===== src/design/ubcc_pkg.sv =====
// Constants, types and reset values of the serial rate-change command handler.
// Assumes a byte-wide serial receiver and transmitter on the same clock.
package ubcc_pkg;

  // Packet framing bytes
  localparam logic [7:0]  CMD_START      = 8'h01;
  localparam logic [7:0]  FRAME_END      = 8'h03;
  localparam logic [7:0]  CMD_RATE       = 8'h34;
  localparam logic [15:0] CMD_RATE_LEN   = 16'h0005;
  localparam logic [7:0]  RESP_START     = 8'h81;
  localparam logic [7:0]  RESP_LEN_HI    = 8'h00;
  localparam logic [7:0]  RESP_LEN_LO    = 8'h0a;
  localparam logic [7:0]  REPLY_OK       = 8'h34;
  localparam logic [7:0]  REPLY_ERR      = 8'hb4;
  localparam logic [7:0]  UNUSED_BYTE    = 8'hff;
  localparam logic [7:0]  UNUSED_SUM     = 8'hf8;  // Eight unused bytes, summed modulo 256
  localparam logic [3:0]  RESP_LAST_IDX  = 4'he;   // Fifteen bytes per response

  // Outcome codes
  localparam logic [7:0]  OUT_OK         = 8'h00;
  localparam logic [7:0]  OUT_PACKET     = 8'hc1;
  localparam logic [7:0]  OUT_CHECKSUM   = 8'hc2;
  localparam logic [7:0]  OUT_ACCEPT     = 8'hc3;
  localparam logic [7:0]  OUT_PARAM      = 8'hc4;

  // Register offsets and fields
  localparam logic [7:0]  REG_CTRL       = 8'h00;
  localparam logic [7:0]  REG_MAX_RATE   = 8'h04;
  localparam logic [7:0]  REG_STATUS     = 8'h08;
  localparam logic [7:0]  REG_RATE       = 8'h0c;
  localparam int          CTRL_UART_BIT  = 0;
  localparam int          CTRL_ENC_BIT   = 1;
  localparam int          STATUS_BUSY_BIT = 16;
  localparam logic [31:0] MAX_RATE_RST   = 32'h005b8d80;

  // Supported rates, index 0 lowest; settings are {double speed, prescaler, divisor, modulation}
  localparam logic [7:0][31:0] RATE_VALUE = {32'h005b8d80, 32'h003d0900, 32'h001e8480, 32'h0016e360,
                                             32'h000f4240, 32'h0007a120, 32'h0001c200, 32'h00002580};
  localparam logic [7:0][18:0] RATE_SETTING = {{1'b1, 2'b00, 8'h00, 8'hf5}, {1'b1, 2'b00, 8'h00, 8'ha3},
                                               {1'b0, 2'b00, 8'h00, 8'ha3}, {1'b0, 2'b00, 8'h01, 8'hf5},
                                               {1'b0, 2'b00, 8'h02, 8'hf5}, {1'b0, 2'b00, 8'h05, 8'hf5},
                                               {1'b0, 2'b00, 8'h1a, 8'hfe}, {1'b0, 2'b00, 8'hff, 8'hc9}};
  localparam logic [18:0] SETTING_RST    = {1'b0, 2'b00, 8'hff, 8'hc9};

  typedef enum logic [6:0] {
    PH_WAIT  = 7'h01,
    PH_LENHI = 7'h02,
    PH_LENLO = 7'h04,
    PH_BODY  = 7'h08,
    PH_CHECK = 7'h10,
    PH_SEND  = 7'h20,
    PH_DRAIN = 7'h40
  } ubcc_phase_t;

  typedef struct packed {
    ubcc_phase_t  phase;
    logic [15:0]  len;
    logic [16:0]  cnt;
    logic [7:0]   sum;
    logic [7:0]   cmd;
    logic [31:0]  rate;
    logic         etxOk;
    logic         apply;
    logic         seenBusy;
    logic [7:0]   reply;
    logic [7:0]   outcome;
    logic [3:0]   txIdx;
    logic [7:0]   txData;
    logic         txValid;
    logic [18:0]  newSet;
    logic [18:0]  curSet;
    logic         uartLink;
    logic         encPending;
    logic [31:0]  maxRate;
    logic [31:0]  rdata;
  } ubcc_state_t;

  localparam ubcc_state_t STATE_RST = '{phase: PH_WAIT, curSet: SETTING_RST, newSet: SETTING_RST,
                                        uartLink: 1'b1, maxRate: MAX_RATE_RST, default: '0};

endpackage : ubcc_pkg


===== src/design/uart_baud_change_cmd.sv =====
// Rate-change command handler: receives the command packet, checks it, answers, reprograms the bit rate.
// Assumes rx/tx byte ports come from a serial engine on the same clock; txIdle is high once the last
// stop bit has left and drops no later than the cycle after a byte is handed over.
//
// Summary of operation
// - Bytes are dropped until the start byte, which opens a new packet.
// - A packet without the end byte gets a packet-error answer.
// - A wrong checksum gets a checksum-error answer.
// - A length breaking the packet format or this command's length gets packet error.
// - A pending encrypted write since reset gets a command-acceptance error.
// - Any error: do nothing, keep settings, go back to waiting.
// - Off the asynchronous link: skip parameter checks, answer OK, change nothing.
// - A rate above the reported maximum gets a parameter error.
// - Only the eight listed rates are accepted; others get a parameter error.
// - On success the OK answer goes out first, then the rate changes.
// - OK answer: 81, 00 0A, 34, 00, eight unused bytes, CA, 03.
// - Error answer: same frame, code B4, outcome code, unused detail and address.
// - Only the highest-priority error is reported, in the listed order.
// - Each rate loads double speed, prescaler, divisor and modulation from a table.
// - Any error leaves the serial bit rate unchanged.
// - No other boot link's speed is ever changed.
//
// Implementation choices: the plain strobed port and the register addresses.
`timescale 1ns/10ps

module uart_baud_change_cmd (
  input  wire logic        clock,             // 250 MHz system clock
  input  wire logic        rst_n,             // Asynchronous reset, active low
  input  wire logic [7:0]  rxData,            // Received byte
  input  wire logic        rxValid,           // Received byte strobe
  output logic      [7:0]  txData,            // Response byte to transmitter
  output logic             txValid,           // Response byte valid
  input  wire logic        txReady,           // Transmitter takes the byte
  input  wire logic        txIdle,            // Transmitter fully empty
  input  wire logic [7:0]  regAddr,           // Register byte address
  input  wire logic [31:0] regWdata,          // Register write data
  input  wire logic        regWrite,          // Register write strobe
  input  wire logic        regRead,           // Register read strobe
  output logic      [31:0] regRdata,          // Read data, cycle after strobe
  output logic             doubleSpeedSelect, // Bit-rate double speed select
  output logic      [1:0]  prescalerSelect,   // Bit-rate clock prescaler
  output logic      [7:0]  rateDivisor,       // Bit-rate divisor
  output logic      [7:0]  rateModulation     // Bit-rate modulation value
);

  logic [1:0]            rstPipe_reg;
  logic                  rstSyncN;
  ubcc_pkg::ubcc_state_t state_reg;
  ubcc_pkg::ubcc_state_t state_next;
  logic [19:0]           lookup;
  logic                  otherCmd;
  logic                  errEtx;
  logic                  errSum;
  logic                  errFmt;
  logic                  errLen;
  logic                  errAcc;
  logic                  errMax;
  logic                  errRate;
  logic                  lastByte;

  // Rate table search: {hit, setting}
  function automatic logic [19:0] rateLookup(input logic [31:0] rate);
    logic [19:0] found;
    found = '0;
    for (int i = 0; i < 8; i++) begin
      if (rate == ubcc_pkg::RATE_VALUE[i]) begin
        found = {1'b1, ubcc_pkg::RATE_SETTING[i]};
      end
    end
    return found;
  endfunction : rateLookup

  // Response byte by position; the checksum makes the bytes from length to checksum sum to zero
  function automatic logic [7:0] respByte(input logic [3:0] idx, input logic [7:0] reply,
                                          input logic [7:0] outcome);
    logic [7:0] partial;
    partial = 8'(ubcc_pkg::RESP_LEN_LO + reply + outcome + ubcc_pkg::UNUSED_SUM);
    case (idx)
      4'h0:    return ubcc_pkg::RESP_START;
      4'h1:    return ubcc_pkg::RESP_LEN_HI;
      4'h2:    return ubcc_pkg::RESP_LEN_LO;
      4'h3:    return reply;
      4'h4:    return outcome;
      4'hd:    return 8'(8'h00 - partial);
      4'he:    return ubcc_pkg::FRAME_END;
      default: return ubcc_pkg::UNUSED_BYTE;
    endcase
  endfunction : respByte

  // Reset release through two flops; assertion is immediate, release is clocked
  always_ff @(posedge clock or negedge rst_n) begin
    if (!rst_n) begin
      rstPipe_reg <= 2'b00;
    end else begin
      rstPipe_reg <= {rstPipe_reg[0], 1'b1};
    end
  end
  assign rstSyncN = rstPipe_reg[1];

  // Error conditions of the collected packet
  assign lookup   = rateLookup(state_reg.rate);
  assign otherCmd = (state_reg.len != 16'h0000) && (state_reg.cmd != ubcc_pkg::CMD_RATE);
  assign errEtx   = !state_reg.etxOk;
  assign errSum   = state_reg.sum != 8'h00;
  assign errFmt   = state_reg.len == 16'h0000;
  assign errLen   = state_reg.len != ubcc_pkg::CMD_RATE_LEN;
  assign errAcc   = state_reg.encPending;
  assign errMax   = state_reg.rate > state_reg.maxRate;
  assign errRate  = !lookup[19];
  assign lastByte = state_reg.cnt == ({1'b0, state_reg.len} + 17'h00001);

  // Next state of the whole handler
  always_comb begin
    state_next       = state_reg;
    state_next.rdata = '0;
    // Register reads answer zero at unmapped offsets
    if (regRead) begin
      case (regAddr)
        ubcc_pkg::REG_CTRL:     state_next.rdata = {30'h0, state_reg.encPending, state_reg.uartLink};
        ubcc_pkg::REG_MAX_RATE: state_next.rdata = state_reg.maxRate;
        ubcc_pkg::REG_STATUS:   state_next.rdata = {15'h0, state_reg.phase != ubcc_pkg::PH_WAIT,
                                                    state_reg.reply, state_reg.outcome};
        ubcc_pkg::REG_RATE:     state_next.rdata = {13'h0, state_reg.curSet};
        default:                state_next.rdata = '0;
      endcase
    end
    // Register writes; unmapped writes are dropped
    if (regWrite) begin
      if (regAddr == ubcc_pkg::REG_CTRL) begin
        state_next.uartLink   = regWdata[ubcc_pkg::CTRL_UART_BIT];
        state_next.encPending = regWdata[ubcc_pkg::CTRL_ENC_BIT];
      end
      if (regAddr == ubcc_pkg::REG_MAX_RATE) begin
        state_next.maxRate = regWdata;
      end
    end
    unique case (state_reg.phase)
      ubcc_pkg::PH_WAIT: begin
        // Anything but the start byte is dropped here
        if (rxValid && rxData == ubcc_pkg::CMD_START) begin
          state_next.phase = ubcc_pkg::PH_LENHI;
          state_next.rate  = '0;
          state_next.cmd   = '0;
        end
      end
      ubcc_pkg::PH_LENHI: begin
        if (rxValid) begin
          state_next.len[15:8] = rxData;
          state_next.sum       = rxData;
          state_next.phase     = ubcc_pkg::PH_LENLO;
        end
      end
      ubcc_pkg::PH_LENLO: begin
        if (rxValid) begin
          state_next.len[7:0] = rxData;
          state_next.sum      = 8'(state_reg.sum + rxData);
          state_next.cnt      = '0;
          state_next.phase    = ubcc_pkg::PH_BODY;
        end
      end
      ubcc_pkg::PH_BODY: begin
        // The declared length decides where checksum and end byte sit
        if (rxValid) begin
          if (lastByte) begin
            state_next.etxOk = rxData == ubcc_pkg::FRAME_END;
            state_next.phase = ubcc_pkg::PH_CHECK;
          end else begin
            state_next.sum = 8'(state_reg.sum + rxData);
            state_next.cnt = 17'(state_reg.cnt + 17'h00001);
            if (state_reg.cnt == 17'h00000) begin
              state_next.cmd = rxData;
            end
            if (state_reg.cnt >= 17'h00001 && state_reg.cnt <= 17'h00004) begin
              state_next.rate = {state_reg.rate[23:0], rxData};
            end
          end
        end
      end
      ubcc_pkg::PH_CHECK: begin
        // Error priority follows the order of the tests
        state_next.reply   = ubcc_pkg::REPLY_ERR;
        state_next.apply   = 1'b0;
        state_next.newSet  = lookup[18:0];
        if (errEtx || errSum || errFmt || errLen) begin
          state_next.outcome = errEtx ? ubcc_pkg::OUT_PACKET : errSum ? ubcc_pkg::OUT_CHECKSUM
                             : ubcc_pkg::OUT_PACKET;
        end else if (errAcc) begin
          state_next.outcome = ubcc_pkg::OUT_ACCEPT;
        end else if (!state_reg.uartLink) begin
          state_next.reply   = ubcc_pkg::REPLY_OK;
          state_next.outcome = ubcc_pkg::OUT_OK;
        end else if (errMax || errRate) begin
          state_next.outcome = ubcc_pkg::OUT_PARAM;
        end else begin
          state_next.reply   = ubcc_pkg::REPLY_OK;
          state_next.outcome = ubcc_pkg::OUT_OK;
          state_next.apply   = 1'b1;
        end
        // Packets of other commands belong to other handlers and get no answer
        if (otherCmd && !errFmt) begin
          state_next.phase = ubcc_pkg::PH_WAIT;
          state_next.reply   = state_reg.reply;
          state_next.outcome = state_reg.outcome;
          state_next.apply   = 1'b0;
        end else begin
          state_next.phase   = ubcc_pkg::PH_SEND;
          state_next.txIdx   = 4'h0;
          state_next.txValid = 1'b1;
          state_next.txData  = ubcc_pkg::RESP_START;
        end
      end
      ubcc_pkg::PH_SEND: begin
        // Bytes stand until the transmitter takes them
        if (txReady) begin
          if (state_reg.txIdx == ubcc_pkg::RESP_LAST_IDX) begin
            state_next.txValid  = 1'b0;
            state_next.seenBusy = 1'b0;
            state_next.phase    = state_reg.apply ? ubcc_pkg::PH_DRAIN : ubcc_pkg::PH_WAIT;
          end else begin
            state_next.txIdx  = 4'(state_reg.txIdx + 4'h1);
            state_next.txData = respByte(4'(state_reg.txIdx + 4'h1), state_reg.reply, state_reg.outcome);
          end
        end
      end
      ubcc_pkg::PH_DRAIN: begin
        // Busy must be seen first, else an idle flag before loading would cut the answer short
        if (!txIdle) begin
          state_next.seenBusy = 1'b1;
        end
        if (state_reg.seenBusy && txIdle) begin
          state_next.curSet = state_reg.newSet;
          state_next.phase  = ubcc_pkg::PH_WAIT;
        end
      end
      default: begin
        state_next.phase   = ubcc_pkg::PH_WAIT;
        state_next.txValid = 1'b0;
      end
    endcase
  end

  // All handler state in one register; reset gives waiting phase and boot rate
  always_ff @(posedge clock or negedge rstSyncN) begin
    if (!rstSyncN) begin
      state_reg <= ubcc_pkg::STATE_RST;
    end else begin
      state_reg <= state_next;
    end
  end

  // Outputs straight from the state register
  assign txData            = state_reg.txData;
  assign txValid           = state_reg.txValid;
  assign regRdata          = state_reg.rdata;
  assign doubleSpeedSelect = state_reg.curSet[18];
  assign prescalerSelect   = state_reg.curSet[17:16];
  assign rateDivisor       = state_reg.curSet[15:8];
  assign rateModulation    = state_reg.curSet[7:0];
endmodule : uart_baud_change_cmd


===== config.mk =====
export PLATFORM = sky130hd
export DESIGN_NAME = uart_baud_change_cmd
export DESIGN_NICKNAME = d
export VERILOG_FILES = /design/src/design/ubcc_pkg.sv /design/src/design/uart_baud_change_cmd.sv
export SDC_FILE = /design/constraint.sdc
export NUM_CORES = 1
export LEC_CHECK = 0
export BUFFER_PORTS_ARGS = -buffer_cell sky130_fd_sc_hd__buf_4
export CAP_MARGIN = 25
export CORE_AREA = 2 2 199 201
export DETAILED_ROUTE_END_ITERATION = 6
export DIE_AREA = 0 0 201 203
export GPL_TIMING_DRIVEN = 0
export PLACE_DENSITY = 0.49
export SYNTH_ARGS = -nofsm -noshare
export SYNTH_HDL_FRONTEND = slang
export SYNTH_SLANG_ARGS = --single-unit

===== constraint.sdc =====
create_clock -name clock -period 10.1 [get_ports clock]
set_clock_uncertainty 0.2 [all_clocks]
set_input_delay 1.01 -clock clock [delete_from_list [all_inputs] [get_ports clock]]
set_output_delay 1.01 -clock clock [all_outputs]
set_load 0.02 [all_outputs]

; After elaboration in Yosys (flattened, before gate mapping)
; Index checks and enable logic that the tools add are counted.
[word_totals]
regBits = 226
latchBits = 0
ram_bits = 0
romBits = 0
input_bits = 55
output_inout_bits = 60
elab_cells = 175
n_memories = 0
[op_classes]
n_addsub = 8
multipliers = 0
div_mod_pow = 0
n_lt_le_gt_ge = 3
eq_ne = 45
n_shift = 0
n_mux = 56
n_bitwise = 2
n_reduce_logical = 39
[op_table]
columns = op, count
row1 = $mux 20, 8
row2 = $pmux 32 s4, 1
row3 = $pmux 40 s2, 1
row4 = $mux 66, 1
row5 = $mux 65, 1
row6 = $eq 32x21->1 const B, 2
row7 = $mux 32, 2
row8 = $mux 8, 8
row9 = $mux 7, 8
row10 = $pmux 8 s7, 1
row11 = $pmux 7 s7, 1
row12 = $mux 40, 1
row13 = $pmux 17 s2, 1
row14 = $eq 32x14->1 const B, 1
row15 = $eq 32x17->1 const B, 1
row16 = $eq 32x19->1 const B, 1
row17 = $eq 32x20->1 const B, 1
row18 = $eq 32x22->1 const B, 1
row19 = $eq 32x23->1 const B, 1
row20 = $gt 32x32->1, 1
row21 = $ne 2x2->1 const B, 14
row22 = $mux 13, 2
row23 = $mux 25, 1
row24 = $pmux 12 s2, 1
row25 = other kinds (55), 92

; Depth between registers and ports, before layout
; Gate-level depths: netlist (run 1).
[depth]
ltp_word = 16
mapped_depth = 12
ltp_nobuf = 10

; Worst setup path before layout (run 1)
; OpenSTA, ideal clock, no wires.
[synth_path]
path_kind = input to register
from = input port rxData[4]
to = register state_reg[144] (netlist bit)
setup_time_ps = 129
arrival_ps = 2835
required_time_ps = 9771
setup_slack_ps = 6936
cell_stages = 9
path_buffers = 2
cell_sequence = or4_1 -> nor4b_1 -> nand3b_1 -> nor2_1 -> a31oi_1 -> clkbuf_1 -> buf_2 -> o21ai_0 -> o41ai_1
[synth_between]
elab_chain_len = 4
[synth_lines]
columns = element, line
row1 = from (decl), uart_baud_change_cmd.sv:29  ; input wire logic [7:0] rxData,
row2 = $eq 8x1->1, uart_baud_change_cmd.sv:140  ; if (rxValid && rxData == ubcc_pkg::CMD_START) begin
row3 = $logic_and 1x1->1, uart_baud_change_cmd.sv:140
row4 = $ne 2x2->1 (no source line), n/a
row5 = $reduce_and 5->1 (no source line), n/a
row6 = to (signal assigned), uart_baud_change_cmd.sv:245  ; state_reg <= ubcc_pkg::STATE_RST;
row7 = to (signal assigned), uart_baud_change_cmd.sv:247  ; state_reg <= state_next;
row8 = to (decl), uart_baud_change_cmd.sv:48  ; ubcc_pkg::ubcc_state_t state_reg;
; No other way between the ends.
; A chain may end at the register's enable or synchronous reset.

; Worst setup path in the final report (run 1)
[layout_path]
from = input port rxData[4]
to = register state_reg[167] (netlist bit)
; Same word-level chain as after synthesis.

==> results.toml, run 1 <==
[worst_setup_path]
crit_path_max_fanout = 10
critPathKind = "in2reg"
worstSetupEndpointType = "flip-flop"
worstPathRequired_ns = 10.22
arrival_ns = 3.48
setup.worst_path.start_class = "primary input"

[synthesis]
yosys-top-cells-area = "dfrtp_1 (38%), mux2_2 (7.8%), dfstp_2 (6.4%)"
synth_edf_count = 0
synth-seq-area-share_pct = 44.1
synth_ff_type = "dfrtp_1"
yosys.area.top_type = "dfrtp_1"
yosysWarnings = 0
synth_area_per_cell_um2 = 9.82
synth_area_mm2 = 0.0114
ys_ff_latch = 200
synthCells = 1165
synthArstFlopShare_pct = 100
synth_cell_type_count = 73
netlist.area_leader.share_pct = 37.6

[clock_network]
insertion_delay_ns = 0.44
hold_buffers = 0
tritoncts.num_buffers = 17
cts.sinks = 200
cts_resized = 0
clock_path_buffers = 2
cts_setup_buffers = 0
clk_pin_slew_ns = 0.07
cts-htree-levels = 4
cts_tree = "built"
cts_root_buf = "clkbuf_16"

[pwr]
vdd_drop_max_uv = 95.7
power.density_mw_per_mm2 = 123
leakagePower_nw = 6.33

[timing]
finalSetupViolations = 0
setup_tns_ns = 0
rsz0062_at_grt = "false"
layout_min_cycle_time_ns = 3.35
worst_pin_slew_ns = 0.819
fmax_mhz = 298
hold_viol = 0
period_share_pct = 33.2
fin_ws_ns = 6.75
drv_slew = 0
relSlewSlack_pct = 45.0

[detailed_routing]
wirelength_met1_um = 14400
drtPass1Iterations = 6
wl_met2_um = 14400
drtAntennaViolNets = 0
totalWireLength_um = 30600
highest_layer = "met4"
vias_per_cell = 4.94
drc = 0
wl_met3_um = 1190
drt_iter0_markers = 585
wl_per_cell_um = 16.7
vias = 9037

[die]
dieArea_mm2 = 0.0408
core_area_mm2 = 0.0385
fp-row-count = 72
die_x_um = 201
ios = 115
die_h_um = 203
start_util_pct = 29.7

[final_layout]
nets = 1407
utilization_pct = 35.4
drive_gt1_share_pct = 26.7
area_growth_pct = 19.0
largest_register_ffs = 145
diodes = 0
finalInstanceArea_mm2 = 0.0136

[global_route]
gr-total-overflow = 0
track_usage_pct = 15.4
grt_pass1_wl_um = 50200
grt_antenna_before_repair = 0
first_global_vias = 8993
grt_max_degree = 69

[job]
drv_cap = 0

[outcome]
status = "complete, no violations"

[place]
dpl_cell_area_mm2 = 0.0130
pre_cts_slack_ns = 6.30
portBuffers = 111
dp_hpwl_um = 23200
gp_congestion = 0.859

[min_path]
hold_class = "reg2async"
-- area by class of cell --
cell class	count	area, µm²
Buffer	102	661
Clock buffer	19	433
Clock inverter	13	168
Fill cell	3895	24800
Inverter	58	218
Multi-Input combinational cell	806	5530
Sequential cell	200	5040
Tap cell	518	648
Timing Repair Buffer	115	921
-- metal layers --
layer | up-vias | track usage [%]
li1 | 4364 | -
met1 | 4431 | 20.9
met2 | 210 | 25.0
met3 | 32 | 2.39
met4 | 0 | 5.08
met5 | - | 0
-- stage by stage --
stage,std cells,total power [mW],hold slack [ns]
after global routing,1831,1.74,0.108
final,1831,1.67,0.122
after floorplan,1166,0.908,0.131
after detailed placement,1798,0.968,0.136
after global placement,1795,0.963,0.136
after CTS,1830,1.70,0.106
-- worst paths after layout --
kind	startpoint	to	slack [ns]	cells after the start
min	rstPipe_reg[1]	state_reg[180]	0.12	0
min reg2reg	rstPipe_reg[1]	state_reg[180]	0.12	0
max reg2reg	state_reg[201]	state_reg[196]	6.76	11
max	rxData[4]	state_reg[167]	6.75	10
max in group asynchronous	rstPipe_reg[1]	state_reg[42]	8.52	2
min in group clock	rstPipe_reg[0]	rstPipe_reg[1]	0.15	0
-- synth_stat cells, drive strengths merged, types with 8 or more instances --
library cell / n
dfrtp: 172
a21o: 12
dfstp: 28
a21oi: 49
nor3: 19
o21ai: 88
clkbuf: 22
a22oi: 8
buf: 80
nand3: 31
nand2: 117
mux2i: 12
ha: 51
nand3b: 9
nor4: 21
o31ai: 26
mux2: 79
nor2b: 12
inv: 58
a22o: 9
and3: 16
xor2: 11
a211oi: 15
or3: 8
xnor2: 18
and2: 28
nand4: 20
nor2: 72
-- cell families (layout without fill, tap and decap cells) --
kind of cell | count (synthesis) | in the layout | share of synthesized area, %
simple gates | 393 | 393 | 18.2
mux | 93 | 93 | 9.22
other cells | 2 | 3 | 0.0656
buf+inv | 160 | 307 | 7.68
compound gates | 236 | 236 | 12.8
flops | 200 | 200 | 44.1
xor+xnor | 29 | 29 | 2.22
fa+ha+maj | 52 | 52 | 5.75
-- critical path: stages --
cell and delay (ns):
buf_4 0.15, or4_1 0.51, nor4b_1 0.41, nand3b_1 0.18, nor2_1 0.23, a31oi_1 0.16, clkbuf_1 0.28, buf_2 0.25
o21ai_0 0.19, o31ai_1 0.10
-- power by group --
part	internal [mW]	switching [mW]
clock	0.394	0.328
sequential	0.815	0.0123
combinational	0.0507	0.0726
total	1.26	0.413
-- cells in the final DEF, fill, tap and decap left out, types with 7 or more instances in the layout --
cell         n
ha_1        51
a21o_1      12
o31ai_1     26
dfrtp_1    171
or4_1        7
xnor2_1     18
and2_1      28
nand2_1    117
a22oi_1      8
dfstp_2     28
mux2i_1     12
clkbuf_1    24
nor2b_1     12
nand4_1     19
nor4_1      17
nor2_1      70
xor2_1      11
clkbuf_16   17
a22o_1       8
buf_4      171
a211oi_1    14
or3_1        8
o21ai_0     87
mux2_2      79
nand3b_1     9
buf_2       15
and4_1       7
nand3_1     30
nor3_1      18
and3_1      16
inv_1       58
a21oi_1     47
(Power assumes the default switching activity.)
==> run 2: changes to the inputs <==
Settings changed: PLACE_DENSITY 0.49 to 0.5.
Clock period 10.1 ns to 3 ns, I/O delays scaled along.
==> run 2 against run 1 <==
Against the previous run: first-iteration DRC count grew 7.7%; sequential cell count unchanged; sequential power grew to 3.4 times the previous value; worst hold slack got worse by 0.065 ns; cell count increased by 4.0%; power rose to 3.3 times the previous value; register-to-register slack worse by 6.7 ns; non-clock buffer count increased by 73; clock power rose to 3.2 times the previous value; critical endpoint is now state_reg[168]; largest cell class unchanged.
==> results.toml, run 2 (synthesized netlist as in run 1, its figures left out) <==
[detailed_routing]
wirelength_met1_um = 15000
totalWireLength_um = 31600
vias = 9294
drc = 0
wl_per_cell_um = 16.6
drt_iter0_markers = 630
highest_layer = "met4"
vias_per_cell = 4.88
drtAntennaViolNets = 0
wl_met2_um = 15100
wl_met3_um = 950
drtPass1Iterations = 5

[place]
gp_congestion = 0.859
dpl_cell_area_mm2 = 0.0130
dp_hpwl_um = 23100
portBuffers = 111
dp.cells = 1799

[final_layout]
seq_area_mm2 = 0.00505
utilization_pct = 38.2
nets = 1480
fillers = 3903
diodes = 0
layout.cells.non_filler = 1904
final_cell_mix = "buf_4 (197), dfrtp_1 (169), nand2_1 (117)"
finalInstanceArea_mm2 = 0.0147
layout_commonest_cell = "buf_4"
largest_register_ffs = 145
drive_gt1_share_pct = 30.2
area_growth_pct = 28.3
multi_input_area_mm2 = 0.00581

[pwr]
clkPwrFrac_pct = 41.3
switching_share_pct = 25.4
p_int_mw = 4.17
combPwrFrac_pct = 8.9
power.density_mw_per_mm2 = 381
leakagePower_nw = 6.71
p_total_mw = 5.59
power_frac_seq_pct = 49.8
p_sw_mw = 1.42
vdd_drop_max_uv = 346

[worst_setup_path]
worstSetupEndpointType = "flip-flop"
cpMaxStageDelayCell = "dfrtp_2"
critPathKind = "reg2reg"
worstPathRequired_ns = 3.14
max_stage_delay_ns = 0.47
setup.worst_path.start_class = "flip-flop"
path_delay_family = "simple AND/OR/NAND/NOR gates"
arrival_ns = 3.11
crit_top_cell = "buf_6"
critical_path_buf_inv_count = 4
crit_chain = "buf_6 -> nand3_4 -> nor4b_4 -> nor3b_2 -> o211ai_1 -> buf_4 -> a211oi_4 -> and2_1 -> buf_6 -> nor2_4 -> buf_12 -> mux2_4"
crit_path_max_fanout = 8

[clock_network]
clock_path_buffers = 2
tritoncts.num_buffers = 17
cts_tree = "built"
insertion_delay_ns = 0.45
cts.sinks = 200
cts-htree-levels = 4
cts_root_buf = "clkbuf_16"
clk_pin_slew_ns = 0.08

[timing]
fmax_mhz = 337
period_share_pct = 99.1
setup_tns_ns = 0
drv_slew = 0
hold_viol = 0
rsz0062_at_grt = "true"
layout_min_cycle_time_ns = 2.97
worst_pin_slew_ns = 0.709
relSlewSlack_pct = 52.4
finalSetupViolations = 0

[global_route]
grt_max_degree = 64
gr-total-overflow = 0
track_usage_pct = 15.6
first_global_vias = 9183
grt_pass1_wl_um = 50700
grt_antenna_before_repair = 0

[die]
dieArea_mm2 = 0.0408
start_util_pct = 29.7
die_h_um = 203
core_area_mm2 = 0.0385
fp-row-count = 72
die_x_um = 201
ios = 115

[min_path]
hold_class = "in2reg"

[job]
drv_cap = 0

[outcome]
status = "complete, no violations"
run 2: stage by stage:
step           hold WS, ns  worst slack, ns
2_1_floorplan       -0.196            0.254
3_3_place_gp        -0.117           -0.313
3_5_place_dp        -0.117           -0.220
4_1_cts             0.0204         0.000895
5_1_grt             0.0624           -0.130
6_report            0.0574           0.0285
run 2: path summary, 6_finish.rpt:
kind / start / endpoint / slack (ns) / depth (start not counted)
max: state_reg[201] / state_reg[168] / 0.03 / 12
min: regAddr[2] / regRdata[18] / 0.06 / 3
max reg2reg: state_reg[201] / state_reg[168] / 0.03 / 12
min reg2reg: rstPipe_reg[1] / state_reg[178] / 0.11 / 0
max in group asynchronous: rstPipe_reg[1] / state_reg[43] / 1.42 / 2
min in group asynchronous: rstPipe_reg[1] / state_reg[178] / 0.11 / 0
run 2: timing repair:
item	4_1_cts	5_1_grt
hold buffers	46	0
gates resized for setup	19	70
pin swaps	6	19
buffers inserted	4	23
setup endpoints to repair	69	87
gates cloned	0	3
hold endpoints to repair	60	0
run 2: worst register-to-register path, stage by stage (launching register included):
cell,delay (ns)
dfrtp_2,0.47
buf_6,0.13
nand3_4,0.09
nor4b_4,0.37
nor3b_2,0.22
o211ai_1,0.11
buf_4,0.18
a211oi_4,0.28
and2_1,0.18
buf_6,0.15
nor2_4,0.06
buf_12,0.15
mux2_4,0.29
run 2: area by class of cell:
class,instances,area share (%)
well taps,518,4.42
flip-flops and latches,200,34.4
clock inverters,11,0.767
multi-input cells,806,39.6
plain buffers,100,4.82
repair buffers,190,11.4
clock buffers,21,3.14
inverters,58,1.48
run 2: power groups by stage:
stage	logic (mW)	registers [mW]	clock network, mW
final	0.496	2.79	2.31
after global routing	0.550	2.79	2.49
after CTS	0.484	2.79	2.38
after detailed placement	0.422	2.84	0
after global placement	0.358	2.88	0
after floorplan	0.199	2.86	0
run 2: layer usage:
layer / GRT usage, % / up-vias
met3: 2.02 / 29
li1: - / 4507
met5: 0 / -
met4: 5.26 / 0
met2: 25.8 / 200
met1: 21.1 / 4558
==> run 3: changes to the inputs <==
Settings changed: PLACE_DENSITY 0.5 to 0.58, SLEW_MARGIN set to 10.
==> run 3 against run 2 <==
Against the previous run: clock power about the same; power about the same; register-to-register slack improved by 0.11 ns; sequential cell count unchanged; count of clock-buffer cells in the layout decreased by 3; first-iteration DRC count decreased by 0.79%; utilization decreased by 0.48 points; highest routed layer is now met5; non-clock buffer count decreased by 16; global-route usage decreased by 0.51 points; die area unchanged; worst hold slack got worse by 0.011 ns.
==> results.toml, run 3 (synthesized netlist as in run 1, its figures left out) <==
[clock_network]
clk_pin_slew_ns = 0.08
tritoncts.num_buffers = 17
cts_tree = "built"
cts_root_buf = "clkbuf_16"
cts-htree-levels = 4
insertion_delay_ns = 0.45
cts.sinks = 200
clock_path_buffers = 2

[final_layout]
nets = 1464
final_cell_mix = "buf_4 (184), dfrtp_1 (167), nand2_1 (115)"
diodes = 0
fillers = 3848
drive_gt1_share_pct = 29.9
area_growth_pct = 26.7
layout_commonest_cell = "buf_4"
layout.cells.non_filler = 1888
largest_register_ffs = 145

[detailed_routing]
drtAntennaViolNets = 0
wl_per_cell_um = 16.2
drc = 0
drtPass1Iterations = 4
vias = 9330
drt_iter0_markers = 625
totalWireLength_um = 30500
vias_per_cell = 4.94

[die]
dieArea_mm2 = 0.0408
die_h_um = 203
ios = 115
die_x_um = 201
fp-row-count = 72
start_util_pct = 29.7
core_area_mm2 = 0.0385

[worst_setup_path]
worstPathRequired_ns = 3.12
setup.worst_path.start_class = "flip-flop"
crit-reg2reg-launch = "state_reg[187]"
critPathKind = "reg2reg"
reg2reg_depth = 9
arrival_ns = 2.99
worstSetupEndpointType = "flip-flop"
crit_path_max_fanout = 10
regToRegSetupSlack_ns = 0.13
reg2reg_to = "state_reg[164]"

[timing]
fmax_mhz = 349
relSlewSlack_pct = 53.7
period_share_pct = 95.5
hold_viol = 0
fin_ws_ns = 0.135
worst_pin_slew_ns = 0.693
drv_slew = 0
finalSetupViolations = 0
layout_min_cycle_time_ns = 2.87

[place]
dp.cells = 1798
pre_cts_slack_ns = -0.219
gp_congestion = 0.881
dp_hpwl_um = 22500
portBuffers = 111

[global_route]
track_usage_pct = 15.1
first_global_vias = 9261
grt_max_degree = 63
grt_antenna_before_repair = 1
grt_pass1_wl_um = 49700
gr-total-overflow = 0

[pwr]
vdd_drop_max_uv = 289
leakagePower_nw = 6.62
power.density_mw_per_mm2 = 385

[job]
drv_cap = 0

[outcome]
status = "complete, no violations"

[min_path]
hold_class = "reg2async"
run 3: worst max path at each step:
stage	startpoint	end
after floorplan	state_reg[201]	state_reg[136]
after global placement	state_reg[201]	state_reg[195]
after detailed placement	state_reg[223]	state_reg[164]
after CTS	state_reg[137]	state_reg[134]
after global routing	state_reg[201]	state_reg[200]
final	state_reg[187]	state_reg[164]
run 3: power breakdown:
group / internal (mW) / switching [mW] / total (mW)
Sequential: 2.74 / 0.0396 / 2.78
Combinational: 0.223 / 0.277 / 0.501
Clock: 1.19 / 1.11 / 2.30
run 3: routing by layer:
| layer | routed length (µm) | vias to the layer above | track usage, % | part of all wire, % |
|---|---|---|---|---|
| met5 | 15 | - | 0 | 0.049 |
| met4 | 469 | 2 | 4.68 | 1.5 |
| met3 | 1060 | 32 | 2.60 | 3.5 |
| met2 | 14900 | 182 | 25.4 | 49 |
| met1 | 14000 | 4640 | 19.8 | 46 |
| li1 | - | 4474 | - | - |
run 3: repair_timing:
item | in CTS | in global routing
endpoints found under the setup margin | 63 | 84
buffers inserted | 4 | 10
hold buffers | 46 | 0
endpoints found under the hold margin | 60 | 0
pin swaps | 3 | 16
resized for setup | 22 | 63
run 3: area by class of cell:
| class | instances | area (µm²) | area share [%] |
|---|---|---|---|
| inverters | 58 | 218 | 1.50 |
| clock buffers | 18 | 439 | 3.03 |
| repair buffers | 175 | 1490 | 10.3 |
| well taps | 518 | 648 | 4.47 |
| plain buffers | 99 | 686 | 4.73 |
| multi-input cells | 806 | 5830 | 40.2 |
| flip-flops and latches | 200 | 5050 | 34.8 |
| clock inverters | 14 | 139 | 0.958 |
run 3: worst max-delay path, stage by stage, from the launching register on:
cell,delay (ns)
dfrtp_1,0.36
buf_2,0.17
or4_1,0.49
or4_1,0.48
nor3_4,0.21
a31oi_4,0.15
buf_2,0.21
buf_2,0.20
o21ai_0,0.19
o31ai_1,0.10
run 3: stage by stage:
step	util [%]	TNS, ns	hold WS (ns)	area (µm²)	total power [mW]
after floorplan	-	0	-0.196	11400	3.06
after global placement	33.6	-10.41	-0.117	12900	3.23
after detailed placement	33.8	-7.68	-0.116	13000	3.25
after CTS	36.9	0	0.0372	14200	5.61
after global routing	37.7	-0.0117	0.0625	14500	5.81
final	37.7	0	0.0465	14500	5.58
